==> src/hw/iowdt_pkg.sv <==
// Package of constants and types for the I/O port watchdog timer
`default_nettype none
package iowdt_pkg;
    localparam logic [15:0] IOWDT_PORT_ADDR = 16'h0443;
    localparam logic [7:0] IOWDT_CODE_MIN = 8'h01;
    localparam logic [7:0] IOWDT_CODE_MAX = 8'h3E;
    localparam logic [7:0] IOWDT_CODE_RESET = 8'h00;
    localparam int IOWDT_CLK_HZ = 100_000_000;
    localparam int IOWDT_TICK_SEC = 1;
    localparam int IOWDT_TICK_CYCLES = IOWDT_CLK_HZ * IOWDT_TICK_SEC;
    localparam int IOWDT_PRESC_W = 27;
    localparam int IOWDT_PULSE_CYCLES = 16;
    localparam logic [5:0] IOWDT_PULSE_W_ONE = 6'h01;
    typedef enum logic {
        IOWDT_ACT_RESET,
        IOWDT_ACT_IRQ
    } iowdt_action_t;
endpackage : iowdt_pkg
`default_nettype wire

==> src/hw/iowdt_tick_if.sv <==
// Interface carrying the one-second timebase between the watchdog modules
`default_nettype none
interface iowdt_tick_if;
    logic run;
    logic tick;
    modport gen (input run, output tick);
    modport use_tick (output run, input tick);
endinterface : iowdt_tick_if
`default_nettype wire

==> src/hw/iowdt_tick.sv <==
// One-second tick generator for the watchdog
`default_nettype none
module iowdt_tick
    import iowdt_pkg::*;
#(
    parameter int TICK_CYCLES = IOWDT_TICK_CYCLES
) (
    input wire logic core_clk, // Core clock
    input wire logic rst_n, // Synchronised reset
    iowdt_tick_if.gen tk // Run in, tick out
);
    typedef struct packed {
        logic [IOWDT_PRESC_W-1:0] cnt;
        logic tick;
    } iowdt_tick_state_t;
    iowdt_tick_state_t s_q, s_d;

    localparam logic [IOWDT_PRESC_W-1:0] LAST = IOWDT_PRESC_W'(TICK_CYCLES - 1);

    // Prescaler restarts whenever the countdown is (re)armed
    always_comb begin
        s_d = s_q;
        s_d.tick = 1'b0;
        if (!tk.run) begin
            s_d.cnt = '0;
        end else if (s_q.cnt == LAST) begin
            s_d.cnt = '0;
            s_d.tick = 1'b1;
        end else begin
            s_d.cnt = s_q.cnt + IOWDT_PRESC_W'(1);
        end
    end

    always_ff @(posedge core_clk or negedge rst_n) begin
        if (!rst_n) begin
            s_q <= '0;
        end else begin
            s_q <= s_d;
        end
    end

    assign tk.tick = s_q.tick;

    tick_spacing_a: assert property (@(posedge core_clk) disable iff (!rst_n)
        s_q.tick |=> !s_q.tick)
        else $error("tick lasted more than one cycle");
endmodule : iowdt_tick
`default_nettype wire

==> src/hw/iowdt_top.sv <==
// I/O port watchdog timer: port decode, countdown and expiry action
`default_nettype none
module iowdt_top
    import iowdt_pkg::*;
#(
    parameter int TICK_CYCLES = IOWDT_TICK_CYCLES
) (
    input wire logic core_clk, // Core clock, 100 MHz
    input wire logic resetn, // Asynchronous reset, active low
    input wire logic [15:0] io_addr, // I/O address, synchronous to core_clk
    input wire logic io_wr, // One-cycle write strobe
    input wire logic io_rd, // One-cycle read strobe
    input wire logic [7:0] io_wdata, // Write data
    output logic [7:0] io_rdata, // Read data, loaded code captured by the last port read
    output logic io_sel, // Port 443h addressed, combinational
    input wire logic action_sel, // 0 reset host, 1 interrupt
    output logic host_reset, // Host reset pulse, active high
    output logic irq, // Interrupt request, level until disarm or rewrite
    output logic armed // Countdown is running
);
    typedef struct packed {
        logic armed;
        logic [5:0] secs;
        logic [7:0] code;
        logic [7:0] rdata;
        logic [5:0] pulse;
        logic irq;
        logic [39:0] elapsed; // Cycles since the last load, read only by the timing check
    } iowdt_state_t;
    iowdt_state_t s_q, s_d;

    logic [1:0] rst_sync_q;
    logic rst_n;
    logic wr_hit;
    logic rd_hit;
    logic code_ok;
    logic expire;

    iowdt_tick_if tk ();

    iowdt_tick #(.TICK_CYCLES(TICK_CYCLES)) u_tick (
        .core_clk(core_clk),
        .rst_n(rst_n),
        .tk(tk)
    );

    // Two-stage release of the reset; assertion stays asynchronous
    // Kept out of the state struct: it is cleared by the pin, not by its own output
    always_ff @(posedge core_clk or negedge resetn) begin
        if (!resetn) begin
            rst_sync_q <= 2'b00;
        end else begin
            rst_sync_q <= {rst_sync_q[0], 1'b1};
        end
    end
    assign rst_n = rst_sync_q[1];

    assign io_sel = (io_addr == IOWDT_PORT_ADDR);
    assign wr_hit = io_sel && io_wr;
    assign rd_hit = io_sel && io_rd;
    assign code_ok = (io_wdata >= IOWDT_CODE_MIN) && (io_wdata <= IOWDT_CODE_MAX);
    assign expire = s_q.armed && tk.tick && (s_q.secs == IOWDT_PULSE_W_ONE);

    // Read wins over a write in the same cycle: disarming is the safe outcome
    always_comb begin
        s_d = s_q;
        // Elapsed cycles feed only the timing check, so synthesis drops them
        s_d.elapsed = s_q.armed ? s_q.elapsed + 40'h1 : '0;
        if (s_q.pulse != '0) begin
            s_d.pulse = s_q.pulse - 6'h01;
        end
        if (rd_hit) begin
            s_d.armed = 1'b0;
            s_d.irq = 1'b0;
            s_d.rdata = s_q.code;
        end else if (wr_hit && code_ok) begin
            s_d.armed = 1'b1;
            s_d.secs = io_wdata[5:0];
            s_d.code = io_wdata;
            s_d.elapsed = 40'h1;
            s_d.irq = 1'b0;
        end else if (expire) begin
            s_d.armed = 1'b0;
            if (iowdt_action_t'(action_sel) == IOWDT_ACT_IRQ) begin
                s_d.irq = 1'b1;
            end else begin
                s_d.pulse = 6'(IOWDT_PULSE_CYCLES);
            end
        end else if (s_q.armed && tk.tick) begin
            s_d.secs = s_q.secs - 6'h01;
        end
    end

    always_ff @(posedge core_clk or negedge rst_n) begin
        if (!rst_n) begin
            s_q.armed <= 1'b0;
            s_q.secs <= '0;
            s_q.code <= IOWDT_CODE_RESET;
            s_q.rdata <= IOWDT_CODE_RESET;
            s_q.pulse <= '0;
            s_q.irq <= 1'b0;
            s_q.elapsed <= '0;
        end else begin
            s_q.armed <= s_d.armed;
            s_q.secs <= s_d.secs;
            s_q.code <= s_d.code;
            s_q.rdata <= s_d.rdata;
            s_q.pulse <= s_d.pulse;
            s_q.irq <= s_d.irq;
            s_q.elapsed <= s_d.elapsed;
        end
    end

    // Prescaler only runs while armed, and restarts on every accepted write
    assign tk.run = s_q.armed && !(wr_hit && code_ok);

    assign io_rdata = s_q.rdata;
    assign host_reset = (s_q.pulse != '0);
    assign irq = s_q.irq;
    assign armed = s_q.armed;

    arm_on_write_a: assert property (@(posedge core_clk) disable iff (!rst_n)
        (wr_hit && code_ok && !rd_hit) |=> (armed && s_q.secs == $past(io_wdata[5:0])))
        else $error("valid write did not arm the countdown");

    bad_code_a: assert property (@(posedge core_clk) disable iff (!rst_n)
        (wr_hit && !code_ok && !rd_hit && !expire && !(armed && tk.tick)) |=> $stable(s_q.secs))
        else $error("out-of-range code changed the countdown");

    read_disarm_a: assert property (@(posedge core_clk) disable iff (!rst_n)
        rd_hit |=> (!armed && !irq))
        else $error("port read did not disarm");

    sec_step_a: assert property (@(posedge core_clk) disable iff (!rst_n)
        (armed && tk.tick && s_q.secs > 6'h01 && !io_wr && !io_rd)
        |=> (s_q.secs == $past(s_q.secs) - 6'h01))
        else $error("countdown did not step once per second");

    expire_act_a: assert property (@(posedge core_clk) disable iff (!rst_n)
        (expire && !rd_hit && !(wr_hit && code_ok)) |=> (host_reset || irq))
        else $error("expiry raised neither reset nor interrupt");

    reset_width_a: assert property (@(posedge core_clk) disable iff (!rst_n)
        $rose(host_reset) |-> host_reset [*8])
        else $error("host reset pulse too short");

    no_act_idle_a: assert property (@(posedge core_clk) disable iff (!rst_n)
        (!armed && !host_reset && !irq) |=> !irq)
        else $error("interrupt raised while disarmed");

    restart_a: assert property (@(posedge core_clk) disable iff (!rst_n)
        (wr_hit && code_ok && !rd_hit) |=> !tk.tick)
        else $error("rewrite did not restart the second timebase");

    // The expiry interrupt holds its level until software reacts; the host reset pulse ends by itself
    irq_hold_a: assert property (@(posedge core_clk) disable iff (!rst_n)
        (irq && !rd_hit && !(wr_hit && code_ok))
        |=> irq)
        else $error("interrupt dropped without a read or rewrite");

    expire_disarm_a: assert property (@(posedge core_clk) disable iff (!rst_n)
        (expire && !rd_hit && !(wr_hit && code_ok))
        |=> !armed)
        else $error("countdown still armed after expiry");

    pulse_len_a: assert property (@(posedge core_clk) disable iff (!rst_n)
        $fell(host_reset)
        |-> ($past(host_reset, IOWDT_PULSE_CYCLES) && !$past(host_reset, IOWDT_PULSE_CYCLES + 1)))
        else $error("host reset pulse length wrong");

    // A valid rewrite both restarts the count and withdraws a raised interrupt
    irq_clear_a: assert property (@(posedge core_clk) disable iff (!rst_n)
        (irq && wr_hit && code_ok && !rd_hit)
        |=> !irq)
        else $error("valid rewrite left the interrupt raised");

    quiet_disarm_a: assert property (@(posedge core_clk) disable iff (!rst_n)
        !armed
        |=> (!$rose(host_reset) && !$rose(irq)))
        else $error("expiry action while disarmed");

    read_data_a: assert property (@(posedge core_clk) disable iff (!rst_n)
        rd_hit
        |=> (io_rdata == $past(s_q.code)))
        else $error("read did not return the loaded code");

    code_range_a: assert property (@(posedge core_clk) disable iff (!rst_n)
        armed
        |-> (s_q.code >= IOWDT_CODE_MIN && s_q.code <= IOWDT_CODE_MAX))
        else $error("armed with an out-of-range code");

    code_hold_a: assert property (@(posedge core_clk) disable iff (!rst_n)
        (wr_hit && !code_ok)
        |=> $stable(s_q.code))
        else $error("out-of-range code was loaded");

    other_addr_a: assert property (@(posedge core_clk) disable iff (!rst_n)
        (io_wr && !io_sel && !expire && !(armed && tk.tick))
        |=> ($stable(s_q.secs) && $stable(armed)))
        else $error("write to another port touched the countdown");

    idle_tick_a: assert property (@(posedge core_clk) disable iff (!rst_n)
        !$past(armed)
        |-> !tk.tick)
        else $error("second tick while disarmed");

    secs_range_a: assert property (@(posedge core_clk) disable iff (!rst_n)
        armed
        |-> (s_q.secs != 6'h00 && s_q.secs <= s_q.code[5:0]))
        else $error("seconds left outside the loaded interval");

    // Last tick lands one cycle after code times the prescaler period
    timeout_len_a: assert property (@(posedge core_clk) disable iff (!rst_n)
        expire
        |-> (s_q.elapsed == 40'(s_q.code) * 40'(TICK_CYCLES) + 40'h1))
        else $error("expiry time does not match the code");
endmodule : iowdt_top
`default_nettype wire

==> config.mk <==
export PLATFORM = sky130hd
export DESIGN_NAME = iowdt_top
export DESIGN_NICKNAME = d
export VERILOG_FILES = /design/src/hw/iowdt_pkg.sv /design/src/hw/iowdt_tick_if.sv /design/src/hw/iowdt_tick.sv /design/src/hw/iowdt_top.sv
export SDC_FILE = /design/constraint.sdc
export NUM_CORES = 1
export LEC_CHECK = 0
export BUFFER_PORTS_ARGS = -buffer_cell sky130_fd_sc_hd__buf_2
export CAP_MARGIN = 20
export CORE_MARGIN = 1.5
export CORE_UTILIZATION = 31
export DETAILED_ROUTE_END_ITERATION = 10
export PLACE_DENSITY_LB_ADDON = 0.08
export SETUP_SLACK_MARGIN = 0.2
export SYNTH_ARGS = -nofsm -noshare
export SYNTH_HDL_FRONTEND = slang
export SYNTH_SLANG_ARGS = --single-unit
==> constraint.sdc <==
create_clock -name core_clk -period 4.4 [get_ports core_clk]
set_input_delay 0.88 -clock core_clk [delete_from_list [all_inputs] [get_ports core_clk]]
set_output_delay 0.88 -clock core_clk [all_outputs]
set_load 0.005 [all_outputs]
==> After elaboration in Yosys (flattened, before gate mapping) <==
Index checks and enable logic that the tools add are counted.
{ "totals": {"inputBits": 29, "ff_bits": 60} }
{ "classes": {"n_eq_ne": 4, "bitwise": 1, "muxes": 17, "order_cmp": 2, "n_addsub": 3, "n_reduce_logical": 15} }
{ "ops": {"columns": ["operator", "n"], "rows": [
  ["2-to-1 mux 27 bit", 2],
  ["2-to-1 mux 6 bit", 6],
  ["adder 27 x 1 -> 27 bit (second input constant)", 1],
  ["== test 27 bit (second input constant)", 1],
  ["== test 16 x 11 -> 1 bit (second input constant)", 1],
  ["2-to-1 mux 7 bit", 2],
  ["subtractor 6 x 1 -> 6 bit (second input constant)", 2],
  ["greater-or-equal comparator 8 x 1 -> 1 bit (second input constant)", 1],
  ["less-or-equal comparator 8 x 6 -> 1 bit (second input constant)", 1],
  ["logical AND 1 bit", 7],
  ["2-to-1 mux 1 bit", 7],
  ["== test 6 x 1 -> 1 bit (second input constant)", 1],
  ["nonzero test 3 bit", 2],
  ["nonzero test 6 bit", 1],
  ["AND reduction 2 bit", 2],
  ["AND reduction 3 bit", 1],
  ["!= test 2 x 1 -> 1 bit (second input constant)", 1],
  ["nonzero test 2 bit", 1],
  ["zero test 1 bit", 1],
  ["NOT 1 bit", 1]
]} }

==> Depth between registers and ports, before layout <==
Gate-level depths: netlist of the first run.
{ "logic_depth": {"depth_word": 6, "ltp_mapped": 9} }

==> Cells and area by module <==
A second synthesis of the first run with hierarchy kept.
{ "hier_totals": {"cells_unflattened": 330, "area_unflattened_um2": 3224.3} }
{ "by_module_without_submodules": {"columns": ["mod", "seq_area_each_um2", "cells_each", "area_each_um2", "instances"], "rows": [
  ["iowdt_top", 800.8, 176, 1747.9, 1],
  ["iowdt_tick", 700.7, 154, 1476.4, 1]
]} }

==> Least setup slack after synthesis of the first run <==
No wires, ideal clock.
{ "synth_timing": {"kind": "input to register", "startpoint": "input port io_wdata[5]", "endpoint": "register u_tick.s_q[10] in the netlist's numbering", "path_stages": 6, "path_slack_ns": 1.936, "arrival_time_ns": 2.391, "setup_ns": 0.072, "n_path_buf": 1, "t_required_ns": 4.328, "cell_sequence": "or4_1 > or3_1 > nand3_1 > nand3b_2 > clkbuf_1 > nor2_1"} }
{ "synth_lines": {"columns": ["element", "line", "rtl"], "rows": [
  ["from (decl)", "iowdt_top.sv:13", "input wire logic [7:0] io_wdata,"],
  ["to (signal assigned)", "iowdt_tick.sv:36", "s_q <= '0;"],
  ["to (signal assigned)", "iowdt_tick.sv:38", "s_q <= s_d;"],
  ["to (decl)", "iowdt_tick.sv:16", "iowdt_tick_state_t s_q, s_d;"]
]} }

==> flow_summary.toml, run 1 <==
[yosys]
async_reset_ff_share_pct = 100.0
ys_warn_count = 0
syn-mean-instance-area_um2 = 9.524
syn-instance-count = 317
synth_cell_types = 49
synth_edf_count = 0
syn_nets = 351
ys_seq_elements = 60
synth_ff_type = "dfrtp_1"
syn_area_mm2 = 0.003019
yosysSeqAreaShare_pct = 49.73

[cts]
cts_buffers = 9
clock_latency_ps = 330
clock_path_buffers = 2
cts_setup_buffers = 0
root_buffer = "clkbuf_8"
path_clk_slew_ps = 70
hold_buffers = 0
htree_levels = 3
cts_resized = 0
clock_sinks = 60
cts_tree = "built"

[worst_setup_path]
critPathArrivalTime_ps = 3120
critPathMaxStageDelay_ps = 560
crit_path_end_kind = "flop"
crit_family = "simple AND/OR/NAND/NOR gates"
startpoint = "io_wdata[5]"
cp-start-kind = "primary input"
worstPathMaxFanout = 27
cp.required_ps = 4640
worstPathBufferInverterCount = 1
slowest_stage = "or4_1"
path_cells = "buf_2 > or4_1 > or3_1 > nand3_1 > nand3b_2 > a21oi_1"
path_class = "primary input to flop"
reg2reg_from = "s_q[64]"

[placement]
dp_hpwl_um = 4281
gp_congestion = 0.7155
port_buffers = 40
place_area_mm2 = 0.003271
pre_cts_slack_ps = 1117
dp.cells = 467

[timing]
setup_tns_ps = 0
slew_headroom_pct = 44.34
grt_setup_unrepaired = "no"
fin_skew_ps = 8.247
hold_slack_ps = 316.2
max_freq_mhz = 346.4
finalHoldViolations = 0
final_max_slew_viol_count = 0
period_share_pct = 65.61
setup_ws_ps = 1513
layout_min_cycle_time_ps = 2887
setup-violations-final = 0
tightest_slew_ps = 831.8

[run_status]
status = "finished, final reports clean"

[layout]
area_growth_pct = 16.16
layout-drive-gt1-share_pct = 17.23
final_util_pct = 37.60
final_area_mm2 = 0.003507
nets = 383
fin_cells = 483
n_antenna_cell = 0

[die]
core_area_mm2 = 0.009328
io-pin-count = 41
start_util_pct = 32.37
die_y_um = 101.7
std_cell_rows = 35
dieArea_mm2 = 0.01034
die_x_um = 101.7

[grt]
antenna_found_initial = 0
grt_pass1_vias = 2285
overflow = 0
grt_max_degree = 59
grt_util_all_layers_pct = 13.45
grt_pass1_wl_um = 10770

[routing]
first_pass_iters = 4
postRouteAntennaNets = 0
wl_per_cell_um = 12.99
drt_wl_total_um = 6276
vias = 2265
drt_iter0_markers = 65
routed_via_density = 4.689
drt_drc_violations_left = 0

[power_and_ir_drop]
p_leak_nw = 1.649
power_mw = 1.404
ir_drop_uv = 196.8
cellPowerDensity_mw_per_mm2 = 400.2

[run]
cap_violations = 0

[min_path]
hp-class = "primary input to asynchronous set/reset pin"
[power by group]
group	internal (mW)	leakage (nW)	switching, mW
sequential	0.607	0.781	0.0456
clock	0.366	0.116	0.214
combinational	0.0838	0.753	0.0877
total	1.06	1.65	0.347
[cells in the final DEF (no fill, tap or decap), drive strengths merged, types with 2 or more instances in the layout]
master,synthesis,layout
a2111oi,2,2
a21oi,7,7
a311oi,2,2
and3,7,7
and4,5,5
buf,13,41
bufinv,0,2
clkbuf,7,13
dfrtp,60,60
ha,5,5
inv,12,12
mux2,6,6
nand2,43,43
nand3,17,17
nand4,7,7
nor2,39,39
nor2b,3,3
nor3,9,9
nor4,9,9
nor4b,2,2
o211ai,3,3
o21ai,6,6
or3,4,4
xnor2,17,17
xor2,11,11
[final cells by class]
type | instances | area, um2
inverter | 12 | 45.04
sequential | 60 | 1503
timing repair buffer | 41 | 207.7
tap | 129 | 161.4
clock buffer | 13 | 168.9
fill | 954 | 5821
clock inverter | 3 | 67.56
multi-input combinational | 225 | 1354
[path summary, 6_finish.rpt]
check	depth (start not counted)	endpoint	slack (ps)
max	6	u_tick.s_q[25]	1510
min	1	rst_sync_q[0]	320
max reg2reg	7	s_q[43]	2020
min reg2reg	0	rst_sync_q[1]	350
max in group asynchronous	1	io_rdata[6]	3490
min in group core_clk	0	rst_sync_q[1]	350
[cells by family (layout without fill, tap and decap cells)]
family / Yosys count / after routing / synth area share, %
fa+ha+maj: 5 / 5 / 2.072
mux: 6 / 6 / 2.238
simple gates: 154 / 154 / 25.40
flops: 60 / 60 / 49.73
xor+xnor: 28 / 28 / 8.122
buf+inv: 32 / 69 / 5.429
compound gates: 31 / 31 / 6.880
other cells: 1 / 1 / 0.1242
[worst register-to-register path: cells and delay by family (launching register included)]
| kind | cells | cell delay (ps) |
|---|---|---|
| AO/OA/AOI/OAI | 1 | 460 |
| adder cells (fa/ha/maj) | 1 | 140 |
| buffers and inverters | 1 | 90 |
| flip-flops | 1 | 410 |
| AND/OR/NAND/NOR | 4 | 1150 |
[flip-flops by register name, summed over array words and instances (netlist names)]
| register | count |
|---|---|
| irq | 1 |
| u_tick.s_q | 27 |
| io_rdata | 8 |
| s_q | 20 |
| u_tick.tk.tick | 1 |
| rst_sync_q | 2 |
| armed | 1 |
[synthesized netlist by cell type, types with 2 or more instances]
cell type,instances,area share [%]
nand4_1,7,1.5
and4_1,5,1.5
buf_4,11,2.7
nand3_1,17,2.8
xnor2_1,17,4.9
nor3_1,9,1.5
nor2_1,38,4.7
dfrtp_1,60,50
or3_1,4,0.83
nand2_1,43,5.3
nor2b_1,3,0.62
nor4b_1,2,0.58
buf_2,2,0.33
o211ai_1,3,0.75
clkbuf_1,7,0.87
a21oi_1,7,1.2
xor2_1,11,3.2
a311oi_1,2,0.58
and3_1,7,1.5
mux2_1,6,2.2
inv_1,11,1.4
nor4_1,9,1.9
ha_1,5,2.1
a2111oi_0,2,0.58
o21ai_1,5,0.83
[per-layer routing]
layer | global-route usage (%) | part of all wire (%) | up-vias
met3 | 4.279 | 4.3 | 5
li1 | - | - | 1156
met5 | 0 | 0 | -
met4 | 4.274 | 1.1 | 0
met1 | 16.75 | 47 | 1063
met2 | 22.21 | 47 | 41
Power figures use the tool's default switching activity.
==> inputs of run 2 (changes only) <==
clock period = 2.5 ns   (was 4.4 ns; I/O delays follow)
==> run 2 against run 1 <==
Count of clock-buffer cells in the layout stayed put. Critical path depth stayed put. Core utilization is 0.86 points higher. Total power is 62% higher. Worst setup slack worse by 1100 ps. First-iteration DRC count is 31% higher. Clock skew is 0.61 ps higher.
==> flow_summary.toml, run 2 (synthesis results as in run 1) <==
[worst_setup_path]
path_class = "flop to flop"
critPathMaxStageDelay_ps = 480
slowest_stage = "or3b_1"
crit_path_end_kind = "flop"
worstPathMaxFanout = 7
path_cells = "ha_1 > and3_1 > and4_1 > or3b_1 > or3_1 > a21oi_1"
crit_family = "simple AND/OR/NAND/NOR gates"
rr_worst_depth = 6
regToRegSetupSlack_ps = 410
cp.required_ps = 2750
critPathArrivalTime_ps = 2340
worstPathBufferInverterCount = 0
r2r_end = "u_tick.s_q[27]"
cp-start-kind = "flop"
reg2reg_from = "u_tick.s_q[1]"

[power_and_ir_drop]
power_mw = 2.273
cellPowerDensity_mw_per_mm2 = 633.7
ir_drop_uv = 261.2
p_leak_nw = 1.702

[die]
dieArea_mm2 = 0.01034
core_area_mm2 = 0.009328
io-pin-count = 41
start_util_pct = 32.37
die_y_um = 101.7
std_cell_rows = 35
die_x_um = 101.7

[layout]
area_growth_pct = 18.81
final_util_pct = 38.46
layout-drive-gt1-share_pct = 20.33
multiInputGateArea_mm2 = 0.001354
largest_reg_flops = 27
nets = 398
layout_commonest_cell = "dfrtp_1"
layout_common_cells = "dfrtp_1 (59), nand2_1 (43), buf_2 (40)"
top_register = "u_tick.s_q"
n_antenna_cell = 0
fillers = 964
regArea_mm2 = 0.001503

[routing]
vias = 2343
wl_per_cell_um = 12.82
drt_drc_violations_left = 0
drt_iter0_markers = 85
drt_wl_total_um = 6382
routed_via_density = 4.705
first_pass_iters = 4
postRouteAntennaNets = 0

[cts]
cts_buffers = 9
cts_setup_buffers = 0
htree_levels = 3
path_clk_slew_ps = 70
root_buffer = "clkbuf_8"
clock_sinks = 60
clock_path_buffers = 2
cts_tree = "built"
clock_latency_ps = 330

[grt]
grt_util_all_layers_pct = 13.74
grt_max_degree = 30
antenna_found_initial = 0
grt_pass1_vias = 2302
grt_pass1_wl_um = 10970
overflow = 0

[timing]
grt_setup_unrepaired = "no"
fin_skew_ps = 8.853
layout_min_cycle_time_ps = 2091
final_max_slew_viol_count = 0
hold_slack_ps = 129.5
setup-violations-final = 0
max_freq_mhz = 478.2
finalHoldViolations = 0
period_share_pct = 83.65
setup_ws_ps = 408.8
setup_tns_ps = 0

[min_path]
hp-class = "flop to asynchronous set/reset pin"

[run_status]
status = "finished, final reports clean"

[placement]
pre_cts_slack_ps = 138.8
gp_congestion = 0.7184
port_buffers = 40
dp_hpwl_um = 4606

[run]
cap_violations = 0
run 2: through the flow:
step | area, um2 | cells
final | 3587 | 498
after global routing | 3587 | 498
after CTS | 3587 | 498
after detailed placement | 3388 | 481
after global placement | 3388 | 481
after floorplan | 3019 | 317
run 2: worst max path at each step:
stage	start	to	slack, ps	depth (start not counted)
after floorplan	u_tick.s_q[1]	u_tick.s_q[27]	400	9
after global placement	io_wdata[5]	s_q[60]	190	6
after detailed placement	io_wdata[5]	s_q[56]	140	6
after CTS	u_tick.s_q[1]	u_tick.s_q[27]	360	8
after global routing	u_tick.s_q[1]	u_tick.s_q[27]	230	8
final	u_tick.s_q[1]	u_tick.s_q[27]	410	6
run 2: repair_timing:
action                                 CTS  global route
hold buffers                             1             0
endpoints found under the hold margin    2             0
resized for setup                        0             0
run 2: cell type report:
type	instances	area share, %
Tap cell	129	4.499
Clock inverter	3	0.5581
Timing Repair Buffer	56	9.348
Clock buffer	13	4.709
Multi-Input combinational cell	225	37.74
Inverter	12	1.256
Sequential cell	60	41.89
run 2: power breakdown:
group	internal [mW]	total [mW]	switching, mW
logic	0.155	0.303	0.149
registers	1.07	1.15	0.0825
clock network	0.440	0.819	0.379
total	1.66	2.27	0.611
run 2: routing by layer:
layer	vias up	wire length (um)	GRT usage [%]	part of all wire [%]
li1	1184	-	-	-
met2	39	3086	22.77	48
met4	0	40	4.487	0.63
met3	2	248	4.969	3.9
met1	1118	3007	16.59	47
met5	-	0	0	0
